<file path="src/design/bbe_pkg.sv">
// constants, states and register map of the beam blanking evaluator
package bbe_pkg;
  localparam int unsigned CLK_KHZ = 100_000;
  localparam int unsigned RST_MIN_MS = 250;
  localparam int unsigned RST_MAX_MS = 2000;
  // plain products of ms and kHz with no rounding; both are exact at 100 MHz
  localparam int unsigned RST_MIN_CYC = RST_MIN_MS * CLK_KHZ;
  localparam int unsigned RST_MAX_CYC = RST_MAX_MS * CLK_KHZ;
  localparam int unsigned BLINK_HALF_MS = 250;
  localparam int unsigned BLINK_HALF_CYC = BLINK_HALF_MS * CLK_KHZ;
  localparam int unsigned BEAMS = 8;

  localparam logic [7:0] OFS_CTRL = 8'h00;
  localparam logic [7:0] OFS_BLANK = 8'h04;
  localparam logic [7:0] OFS_STATUS = 8'h08;
  localparam logic [7:0] OFS_BLOCKED = 8'h0C;
  localparam int unsigned CTRL_REMOTE_BIT = 0;
  localparam logic CTRL_RESET = 1'h0;

  // display codes; values above any beam count
  localparam logic [7:0] DISP_TEACH_ACTIVE = 8'hFA;
  localparam logic [7:0] DISP_TEACH_DONE = 8'hFC;

  // switch positions: bit0 latch1, bit1 redres1, bit2 latch2, bit3 redres2
  localparam logic [3:0] DIP_TEACH = 4'h6;
  localparam logic [1:0] HTRANS_NONSEQ = 2'h2;
  localparam logic [2:0] HSIZE_WORD = 3'h2;

  typedef enum logic [2:0] {
    ST_INIT,
    ST_RUN,
    ST_LATCHED,
    ST_LOCKOUT,
    ST_TEACH,
    ST_DONE
  } bbe_state_t;
endpackage

</file>
<file path="src/design/bbe_tick_if.sv">
// timing and reset-switch signals shared between the evaluator and helpers
`timescale 1ns/1ps
interface bbe_tick_if;
  logic blink;
  logic sflash;
  logic sw_closed;
  logic rst_valid;
  modport flasher (output blink, output sflash);
  modport qual (input sw_closed, output rst_valid);
  modport core (input blink, input sflash, input rst_valid,
                output sw_closed);
endinterface

</file>
<file path="src/design/bbe_evaluator.sv">
// beam evaluation, blanking teach, indications and register slave
// Operation
// (RULE1) reduced resolution excuses two adjacent blocked beams, not sync
// (RULE2) any unexcused blockage switches both safety outputs off
// (RULE3) reduced resolution with clear field flashes green status
// (RULE4) several blanked areas allowed, separated by an unblanked beam
// (RULE5) sync beam is never accepted as blanked
// (RULE6) blanked beams must stay blocked for outputs to stay on
// (RULE7) a blanked beam going clear enters lockout
// (RULE8) blanked areas flash green zone indicators during operation
// (RULE9) teach switch pattern plus power-up or valid reset enters teach mode
// (RULE10) valid reset is a closure of 0.25 to 2 s then release
// (RULE11) teach mode alternates code and blocked count, reset off, red
// (RULE12) normal switches in teach store blanked beams and show done
// (RULE13) after teach a valid reset or power cycle resumes operation
// (RULE14) teaching with clear field leaves no blanked beams
// (RULE15) blanking may also be configured remotely when enabled
// (RULE16) trip mode: red while blocked, green again once clear
// (RULE17) latch mode: red until reset; reset lamp steady, flashes awaiting
// (RULE18) blocked beams light their zone indicators red
// (RULE19) downstream cascade blockage shows on this status indicator
// (RULE20) latch mode: outputs on only after clear field and manual reset; after power-up the code turns them on with a clear field and no reset
// (RULE21) blocked sync beam: zone one red, all others off
// (RULE22) too short or too long closures are not a reset
`timescale 1ns/1ps
module bbe_evaluator #(
  parameter int unsigned BEAMS = bbe_pkg::BEAMS,
  parameter int unsigned RST_MIN_CYC = bbe_pkg::RST_MIN_CYC,
  parameter int unsigned RST_MAX_CYC = bbe_pkg::RST_MAX_CYC,
  parameter int unsigned BLINK_HALF_CYC = bbe_pkg::BLINK_HALF_CYC
) (
  input wire logic CORE_CLK_IN,
  input wire logic RST_IN,
  input wire logic [BEAMS-1:0] BEAM_BLOCKED_IN,
  input wire logic CASCADE_BLOCKED_IN,
  input wire logic [3:0] DIP_IN,
  input wire logic RESET_SW_IN,
  input wire logic HSEL_IN,
  input wire logic [31:0] HADDR_IN,
  input wire logic [1:0] HTRANS_IN,
  input wire logic HWRITE_IN,
  input wire logic [2:0] HSIZE_IN,
  input wire logic [31:0] HWDATA_IN,
  input wire logic HREADY_IN,
  output logic [31:0] HRDATA_OUT,
  output logic HREADYOUT_OUT,
  output logic HRESP_OUT,
  output logic [1:0] SAFETY_PAIR_OUT,
  output logic STATUS_GREEN_OUT,
  output logic STATUS_RED_OUT,
  output logic RESET_YEL_OUT,
  output logic [BEAMS-1:0] ZONE_GREEN_OUT,
  output logic [BEAMS-1:0] ZONE_RED_OUT,
  output logic [7:0] DISP_CODE_OUT
);
  bbe_tick_if tk ();

  bbe_flasher #(.HALF_CYC(BLINK_HALF_CYC)) u_flash (.clk_in(CORE_CLK_IN),
    .rst_in(RST_IN), .tk(tk.flasher));
  bbe_rst_qual #(.MIN_CYC(RST_MIN_CYC), .MAX_CYC(RST_MAX_CYC)) u_qual (
    .clk_in(CORE_CLK_IN), .rst_in(RST_IN), .tk(tk.qual));

  assign tk.sw_closed = RESET_SW_IN;

  function automatic logic [7:0] count_ones(input logic [BEAMS-1:0] v);
    logic [7:0] n;
    n = 8'h0;
    for (int i = 0; i < BEAMS; i++)
      n = n + {7'h0, v[i]};
    return n;
  endfunction

  bbe_pkg::bbe_state_t state_reg, state_next;
  logic [BEAMS-1:0] blank_reg, excess;
  logic [7:0] excess_n, wr_addr_reg;
  logic remote_en_reg, wr_pend_reg, sync_blk, rr_en, latch_mode;
  logic dip_normal, dip_teach, rr_ok, trip, blank_lost;

  assign latch_mode = DIP_IN[0];
  assign rr_en = DIP_IN[1];
  assign dip_normal = DIP_IN[1:0] == DIP_IN[3:2];
  assign dip_teach = DIP_IN == bbe_pkg::DIP_TEACH;
  assign sync_blk = BEAM_BLOCKED_IN[0];
  assign excess = BEAM_BLOCKED_IN & ~blank_reg;
  assign excess_n = count_ones(excess);
  // a pair must be adjacent; the sync beam is never excused
  assign rr_ok = rr_en && !sync_blk && (excess_n < 8'h2 ||
    (excess_n == 8'h2 && |(excess & (excess >> 1)))); // [RULE1]
  assign trip = sync_blk || CASCADE_BLOCKED_IN
    || (excess != '0 && !rr_ok); // [RULE2] [RULE19]
  assign blank_lost = |(blank_reg & ~BEAM_BLOCKED_IN); // [RULE6]

  always_comb
  begin
    state_next = state_reg;
    case (state_reg)
      bbe_pkg::ST_INIT:
        state_next = dip_teach ? bbe_pkg::ST_TEACH : // [RULE9]
          (dip_normal ? bbe_pkg::ST_RUN : bbe_pkg::ST_LOCKOUT);
      bbe_pkg::ST_RUN, bbe_pkg::ST_LATCHED:
        if (!dip_normal || blank_lost)
          state_next = bbe_pkg::ST_LOCKOUT; // [RULE7]
        else if (state_reg == bbe_pkg::ST_RUN && trip && latch_mode)
          state_next = bbe_pkg::ST_LATCHED;
        else if (state_reg == bbe_pkg::ST_LATCHED && !trip && tk.rst_valid)
          state_next = bbe_pkg::ST_RUN; // [RULE20]
      bbe_pkg::ST_LOCKOUT:
        if (tk.rst_valid && dip_teach)
          state_next = bbe_pkg::ST_TEACH; // [RULE9]
        else if (tk.rst_valid && dip_normal)
          state_next = bbe_pkg::ST_RUN;
      bbe_pkg::ST_TEACH:
        if (dip_normal)
          state_next = bbe_pkg::ST_DONE; // [RULE12]
      bbe_pkg::ST_DONE:
        if (tk.rst_valid)
          state_next = bbe_pkg::ST_RUN; // [RULE13]
      default:
        state_next = bbe_pkg::ST_LOCKOUT;
    endcase
  end

  always_ff @(posedge CORE_CLK_IN or posedge RST_IN)
  begin
    if (RST_IN)
      state_reg <= bbe_pkg::ST_INIT;
    else
      state_reg <= state_next;
  end

  // sync beam masked on every path into the blanked set
  always_ff @(posedge CORE_CLK_IN or posedge RST_IN)
  begin
    if (RST_IN)
      blank_reg <= '0;
    else if (state_reg == bbe_pkg::ST_TEACH && dip_normal)
      blank_reg <= BEAM_BLOCKED_IN & ~BEAMS'(1); // [RULE4] [RULE5] [RULE14]
    else if (wr_pend_reg && wr_addr_reg == bbe_pkg::OFS_BLANK
             && remote_en_reg)
      blank_reg <= HWDATA_IN[BEAMS-1:0] & ~BEAMS'(1); // [RULE15] [RULE5]
  end

  always_ff @(posedge CORE_CLK_IN or posedge RST_IN)
  begin
    if (RST_IN)
      SAFETY_PAIR_OUT <= 2'h0;
    else if (state_reg == bbe_pkg::ST_RUN && !trip && !blank_lost)
      SAFETY_PAIR_OUT <= 2'h3;
    else
      SAFETY_PAIR_OUT <= 2'h0; // [RULE2] [RULE6]
  end

  // indications derive from the current state and field
  logic st_green, st_red, rst_yel;
  logic [BEAMS-1:0] z_green, z_red;
  logic [7:0] disp;

  always_comb
  begin
    st_green = 1'b0;
    st_red = 1'b0;
    rst_yel = 1'b0;
    z_red = BEAM_BLOCKED_IN & ~blank_reg; // [RULE18]
    z_green = ~BEAM_BLOCKED_IN | (blank_reg & {BEAMS{tk.blink}}); // [RULE8]
    disp = count_ones(BEAM_BLOCKED_IN);
    case (state_reg)
      bbe_pkg::ST_RUN:
      begin
        st_green = !trip && (!rr_en || tk.blink); // [RULE3] [RULE16]
        st_red = trip; // [RULE16] [RULE19]
        rst_yel = 1'b1;
      end
      bbe_pkg::ST_LATCHED:
      begin
        st_red = 1'b1; // [RULE17]
        rst_yel = trip || tk.blink; // [RULE17]
      end
      bbe_pkg::ST_TEACH:
      begin
        st_red = 1'b1; // [RULE11]
        z_red = BEAM_BLOCKED_IN;
        z_green = ~BEAM_BLOCKED_IN;
        if (tk.blink)
          disp = bbe_pkg::DISP_TEACH_ACTIVE; // [RULE11]
      end
      bbe_pkg::ST_DONE:
      begin
        st_red = tk.sflash; // [RULE12]
        rst_yel = tk.sflash;
        z_red = '0;
        z_green = blank_reg & {BEAMS{tk.blink}};
        disp = bbe_pkg::DISP_TEACH_DONE;
      end
      bbe_pkg::ST_LOCKOUT:
      begin
        st_red = tk.sflash;
        z_red = '0;
        z_green = '0;
      end
      default:
      begin
        z_red = '0;
        z_green = '0;
      end
    endcase
    if (sync_blk && (state_reg == bbe_pkg::ST_RUN
                     || state_reg == bbe_pkg::ST_LATCHED))
    begin
      z_red = BEAMS'(1); // [RULE21]
      z_green = '0;
    end
  end

  always_ff @(posedge CORE_CLK_IN or posedge RST_IN)
  begin
    if (RST_IN)
    begin
      STATUS_GREEN_OUT <= 1'b0;
      STATUS_RED_OUT <= 1'b0;
      RESET_YEL_OUT <= 1'b0;
      ZONE_GREEN_OUT <= '0;
      ZONE_RED_OUT <= '0;
      DISP_CODE_OUT <= 8'h0;
    end
    else
    begin
      STATUS_GREEN_OUT <= st_green;
      STATUS_RED_OUT <= st_red;
      RESET_YEL_OUT <= rst_yel;
      ZONE_GREEN_OUT <= z_green;
      ZONE_RED_OUT <= z_red;
      DISP_CODE_OUT <= disp;
    end
  end

  // zero-wait slave: read data is registered during the address phase
  logic addr_ok;
  logic [31:0] rd_mux;
  assign addr_ok = HSEL_IN && HREADY_IN && HTRANS_IN == bbe_pkg::HTRANS_NONSEQ
    && HSIZE_IN == bbe_pkg::HSIZE_WORD;

  always_comb
  begin
    rd_mux = 32'h0;
    case (HADDR_IN[7:0])
      bbe_pkg::OFS_CTRL:
        rd_mux[bbe_pkg::CTRL_REMOTE_BIT] = remote_en_reg;
      bbe_pkg::OFS_BLANK:
        rd_mux[BEAMS-1:0] = blank_reg;
      bbe_pkg::OFS_STATUS:
        rd_mux[7:0] = {2'h0, trip, SAFETY_PAIR_OUT[0], 1'b0, state_reg};
      bbe_pkg::OFS_BLOCKED:
        rd_mux[BEAMS-1:0] = BEAM_BLOCKED_IN;
      default:
        rd_mux = 32'h0;
    endcase
    if (HADDR_IN[31:8] != 24'h0)
      rd_mux = 32'h0;
  end

  always_ff @(posedge CORE_CLK_IN or posedge RST_IN)
  begin
    if (RST_IN)
    begin
      wr_pend_reg <= 1'b0;
      wr_addr_reg <= 8'h0;
    end
    else
    begin
      wr_pend_reg <= addr_ok && HWRITE_IN && HADDR_IN[31:8] == 24'h0;
      wr_addr_reg <= HADDR_IN[7:0];
    end
  end

  always_ff @(posedge CORE_CLK_IN or posedge RST_IN)
  begin
    if (RST_IN)
      HRDATA_OUT <= 32'h0;
    else if (addr_ok && !HWRITE_IN)
      HRDATA_OUT <= rd_mux;
  end

  always_ff @(posedge CORE_CLK_IN or posedge RST_IN)
  begin
    if (RST_IN)
      remote_en_reg <= bbe_pkg::CTRL_RESET;
    else if (wr_pend_reg && wr_addr_reg == bbe_pkg::OFS_CTRL)
      remote_en_reg <= HWDATA_IN[bbe_pkg::CTRL_REMOTE_BIT];
  end

  always_ff @(posedge CORE_CLK_IN or posedge RST_IN)
  begin
    if (RST_IN)
    begin
      HREADYOUT_OUT <= 1'b0;
      HRESP_OUT <= 1'b0;
    end
    else
    begin
      HREADYOUT_OUT <= 1'b1;
      HRESP_OUT <= 1'b0;
    end
  end
endmodule

</file>
<file path="src/design/bbe_flasher.sv">
// free-running blink and single-flash pattern generator
`timescale 1ns/1ps
module bbe_flasher #(
  parameter int unsigned HALF_CYC = bbe_pkg::BLINK_HALF_CYC
) (
  input wire logic clk_in,
  input wire logic rst_in,
  bbe_tick_if.flasher tk
);
  logic [31:0] cnt_reg;
  logic [1:0] phase_reg;

  always_ff @(posedge clk_in or posedge rst_in)
  begin
    if (rst_in)
    begin
      cnt_reg <= 32'h0;
      phase_reg <= 2'h0;
    end
    else if (cnt_reg >= HALF_CYC - 1)
    begin
      cnt_reg <= 32'h0;
      phase_reg <= phase_reg + 2'h1;
    end
    else
      cnt_reg <= cnt_reg + 32'h1;
  end

  assign tk.blink = ~phase_reg[0];
  // single flash: one half-period lit in four
  assign tk.sflash = (phase_reg == 2'h0);
endmodule

</file>
<file path="src/design/bbe_rst_qual.sv">
// reset switch qualifier: a closure of valid length gives one pulse
`timescale 1ns/1ps
module bbe_rst_qual #(
  parameter int unsigned MIN_CYC = bbe_pkg::RST_MIN_CYC,
  parameter int unsigned MAX_CYC = bbe_pkg::RST_MAX_CYC
) (
  input wire logic clk_in,
  input wire logic rst_in,
  bbe_tick_if.qual tk
);
  logic [31:0] cnt_reg;
  logic prev_reg;
  logic valid_reg;

  // saturate above max so a held switch can never wrap into range
  always_ff @(posedge clk_in or posedge rst_in)
  begin
    if (rst_in)
      cnt_reg <= 32'h0;
    else if (!tk.sw_closed)
      cnt_reg <= 32'h0;
    else if (cnt_reg <= MAX_CYC)
      cnt_reg <= cnt_reg + 32'h1;
  end

  always_ff @(posedge clk_in or posedge rst_in)
  begin
    if (rst_in)
      prev_reg <= 1'b0;
    else
      prev_reg <= tk.sw_closed;
  end

  always_ff @(posedge clk_in or posedge rst_in)
  begin
    if (rst_in)
      valid_reg <= 1'b0;
    else
      valid_reg <= prev_reg && !tk.sw_closed && cnt_reg >= MIN_CYC
                   && cnt_reg <= MAX_CYC; // [RULE10] [RULE22]
  end

  assign tk.rst_valid = valid_reg;
endmodule

</file>
<file path="config.mk">
export PLATFORM = sky130hd
export DESIGN_NAME = bbe_evaluator
export DESIGN_NICKNAME = d
export VERILOG_FILES = /design/src/design/bbe_pkg.sv /design/src/design/bbe_tick_if.sv /design/src/design/bbe_evaluator.sv /design/src/design/bbe_flasher.sv /design/src/design/bbe_rst_qual.sv
export SDC_FILE = /design/constraint.sdc
export NUM_CORES = 1
export LEC_CHECK = 0
export BUFFER_PORTS_ARGS = -buffer_cell sky130_fd_sc_hd__buf_2
export CAP_MARGIN = 15
export CORE_ASPECT_RATIO = 1.2
export CORE_MARGIN = 2
export CORE_UTILIZATION = 59
export DETAILED_ROUTE_END_ITERATION = 10
export GPL_ROUTABILITY_DRIVEN = 0
export PLACE_DENSITY = 0.95
export SLEW_MARGIN = 20
export SYNTH_ARGS = -nofsm -noshare
export SYNTH_HDL_FRONTEND = slang
export SYNTH_SLANG_ARGS = --single-unit
export TNS_END_PERCENT = 1
</file>
<file path="constraint.sdc">
create_clock -name CORE_CLK_IN -period 8.4 [get_ports CORE_CLK_IN]
set_clock_uncertainty 0.05 [all_clocks]
set_input_delay 0.84 -clock CORE_CLK_IN [delete_from_list [all_inputs] [get_ports CORE_CLK_IN]]
set_output_delay 0.84 -clock CORE_CLK_IN [all_outputs]
set_load 0.005 [all_outputs]
</file>
==> key figures <==
Global route
  – First-pass GRT wire length: 26400 um
  – Total track usage: 0.277
  – Initial antenna violation count: 0
  – GRT overflow: 0
  – Number of global-route vias before repair: 5670
  – Largest net degree at the start of global routing: 90

Clocking
  – Clk Latency, worst-skew pair: 0.41 ns
  – Total setup buffers inserted after CTS: 0
  – Total CTS buffers: 17
  – H-tree Lvls: 4
  – Clk sinks: 122
  – Resize count post-CTS: 0
  – Clock Tree Root: clkbuf_16
  – CTS Hold Bufs: 0
  – CTS max path bufs: 2
  – CTS tree: yes
  – Clock-pin slew on the worst setup and hold paths: 0.06 ns

Floorplan
  – # IOs: 151
  – Die area: 12000 um^2
  – Standard-cell row count: 42
  – Vert. Die Dim: 120 um
  – Initial core utilization: 0.601
  – Core area: 10900 um^2
  – Die Width: 100 um

Pwr
  – Lkg Pwr: 0.00363 uW
  – Peak supply drop: 154 uV
  – Power Density: 258 nW/um^2

Outcome
  – Status: finished clean

Route
  – Detail Route Antenna Nets: 0
  – DR DRC count: 0
  – DR pass1 iterations: 5
  – Met2 WL: 8430 um
  – Routed wl met3: 1020 um
  – Vias per cell: 5.93
  – Met1 WL: 6030 um
  – Final wirelength: 16000 um
  – DR vias: 5606
  – DR WL/cell: 16.9 um
  – Iteration-0 DRC count of the detailed router: 504
  – Max layer used: met4

Layout
  – Sequential cell area: 3050 um^2
  – P&R area growth vs syn: 17.0%
  – N_diodes: 0
  – Fin nets: 911
  – Share of post-route cells with drive strength above 1: 0.176
  – Area of the multi-input gates: 3190 um^2
  – Final Util: 0.703
  – Layout fillers: 727
  – Final instance area: 7690 um^2

Timing
  – Rel. slew slack: 0.392
  – Worst Tran Pin Value: 0.912 ns
  – Setup violations, final: 0
  – Fin crit share: 0.538
  – TNS Setup: 0 ns
  – Final Critical Period: 4.52 ns
  – Final Hold Viols: 0
  – Final Max Slew Viols: 0
  – RSZ-0062 raised after global routing: false
  – Peak Freq: 0.221 GHz

Synth
  – Synthesized area: 6570 um^2
  – Synth top cells by count: 122 x dfrtp_1, 90 x nor2_1, 52 x nand2_1
  – Most numerous cell in the Yosys netlist: dfrtp_1
  – Async SR Flop Fraction: 1.00
  – Syn_area_per_cell: 9.37 um^2
  – Sequential share of the synthesized area: 0.465
  – Synth unique cells: 61
  – Top cell type's share of synthesized area: 0.465
  – Post-Synthesis Cells: 701
  – Synth Register Bits: 122
  – Ys flop type: dfrtp_1
  – Synth area leaders: dfrtp_1 46%, nor2_1 5.1%, a21oi_1 3.6%, buf_4 3.3%, nand2_1 3.0%
  – Largest area contributor in the netlist: dfrtp_1
  – EDFF count, synth: 0
  – Synthesis Warnings: 0

Placed design
  – DP Area: 7070 um^2
  – IO buf count: 101
  – DP Wirelength: 10400 um

Critical path
  – Critical path startpoint category: input port
  – Critical path required time: 8.61 ns
  – CP Class: in2reg
  – Critical Path End Type: register
  – Critical path arrival: 4.73 ns
  – CP max FO: 6

Min path
  – Tightest Hold Check Type: in2async

Job
  – Max-cap violations: 0
-- worst max-delay path, cell delays in order --
cell and delay, ns:
buf_2 0.18, nor2b_1 0.29, fa_1 0.47, inv_1 0.09
fa_1 0.42, fa_1 0.49, inv_1 0.04, ha_1 0.20
fa_1 0.46, nand2_1 0.08, nand3_1 0.07, a311oi_1 0.37
nor2_1 0.24, a2111oi_0 0.48
-- routing by layer --
layer / global-route usage / up-vias
met1: 0.323 / 2692
met3: 0.0489 / 50
li1: - / 2590
met4: 0.122 / 0
met5: 0 / -
met2: 0.492 / 274
-- final timing paths --
check	startpoint	to	slack [ns]	cells after the start
setup / recovery	BEAM_BLOCKED_IN[3]	STATUS_GREEN_OUT	3.88	14
hold / removal	RST_IN	HREADYOUT_OUT	0.39	2
setup reg to reg	blank_reg[1]	STATUS_GREEN_OUT	4.02	14
hold reg to reg	u_qual.cnt_reg[31]	u_qual.cnt_reg[31]	0.44	1
max in group asynchronous	RST_IN	ZONE_RED_OUT[6]	6.78	3
min in group CORE_CLK_IN	u_qual.cnt_reg[31]	u_qual.cnt_reg[31]	0.44	1
-- cell type report --
cell class / instances / share of cell area
clock buffers: 22 / 0.0617
repair buffers: 103 / 0.0682
inverters: 37 / 0.0184
multi-input cells: 522 / 0.415
clock inverters: 8 / 0.0186
well taps: 132 / 0.0215
flip-flops and latches: 122 / 0.397
-- placed cells by master, fill, tap and decap left out, drive strengths merged, types with 3 or more instances in the layout --
cell type	count
nand2	52
nand3	27
nor4bb	3
nand4	10
conb	33
o31ai	10
ha	12
nand3b	3
nor2	90
nor2b	15
xnor2	10
nor4	20
o21ai	23
o21a	4
o31a	3
and2	10
mux2i	19
mux2	6
clkinv	4
nor3	13
dfrtp	122
bufinv	4
fa	8
or4	10
nand2b	17
or3	5
a22oi	5
clkbuf	22
a21o	4
xor2	17
a21oi	47
inv	36
and3	11
a31oi	6
buf	103
-- power breakdown --
group,total [uW],internal [uW],switching (uW)
combinational,482,209,273
sequential,734,655,79.2
clock,768,515,253
total,1980,1380,605
-- per-stage QoR --
stage	total power [uW]	hold slack [ns]	instances	worst slack, ns
floorplan	1070	0.404	732	4.01
global placement	1180	0.411	916	3.61
detailed placement	1210	0.423	916	3.49
CTS	1980	0.391	946	3.91
global route	2080	0.428	946	3.66
finish	1980	0.391	946	3.88
-- logic make-up after synthesis --
family,share of synthesized area
simple gates,0.228
flops,0.465
compound gates,0.116
xor+xnor,0.0360
other cells,0.00114
fa+ha+maj,0.0472
mux,0.0392
buf+inv,0.0682
Note: power is estimated with default switching activity, not from simulation.
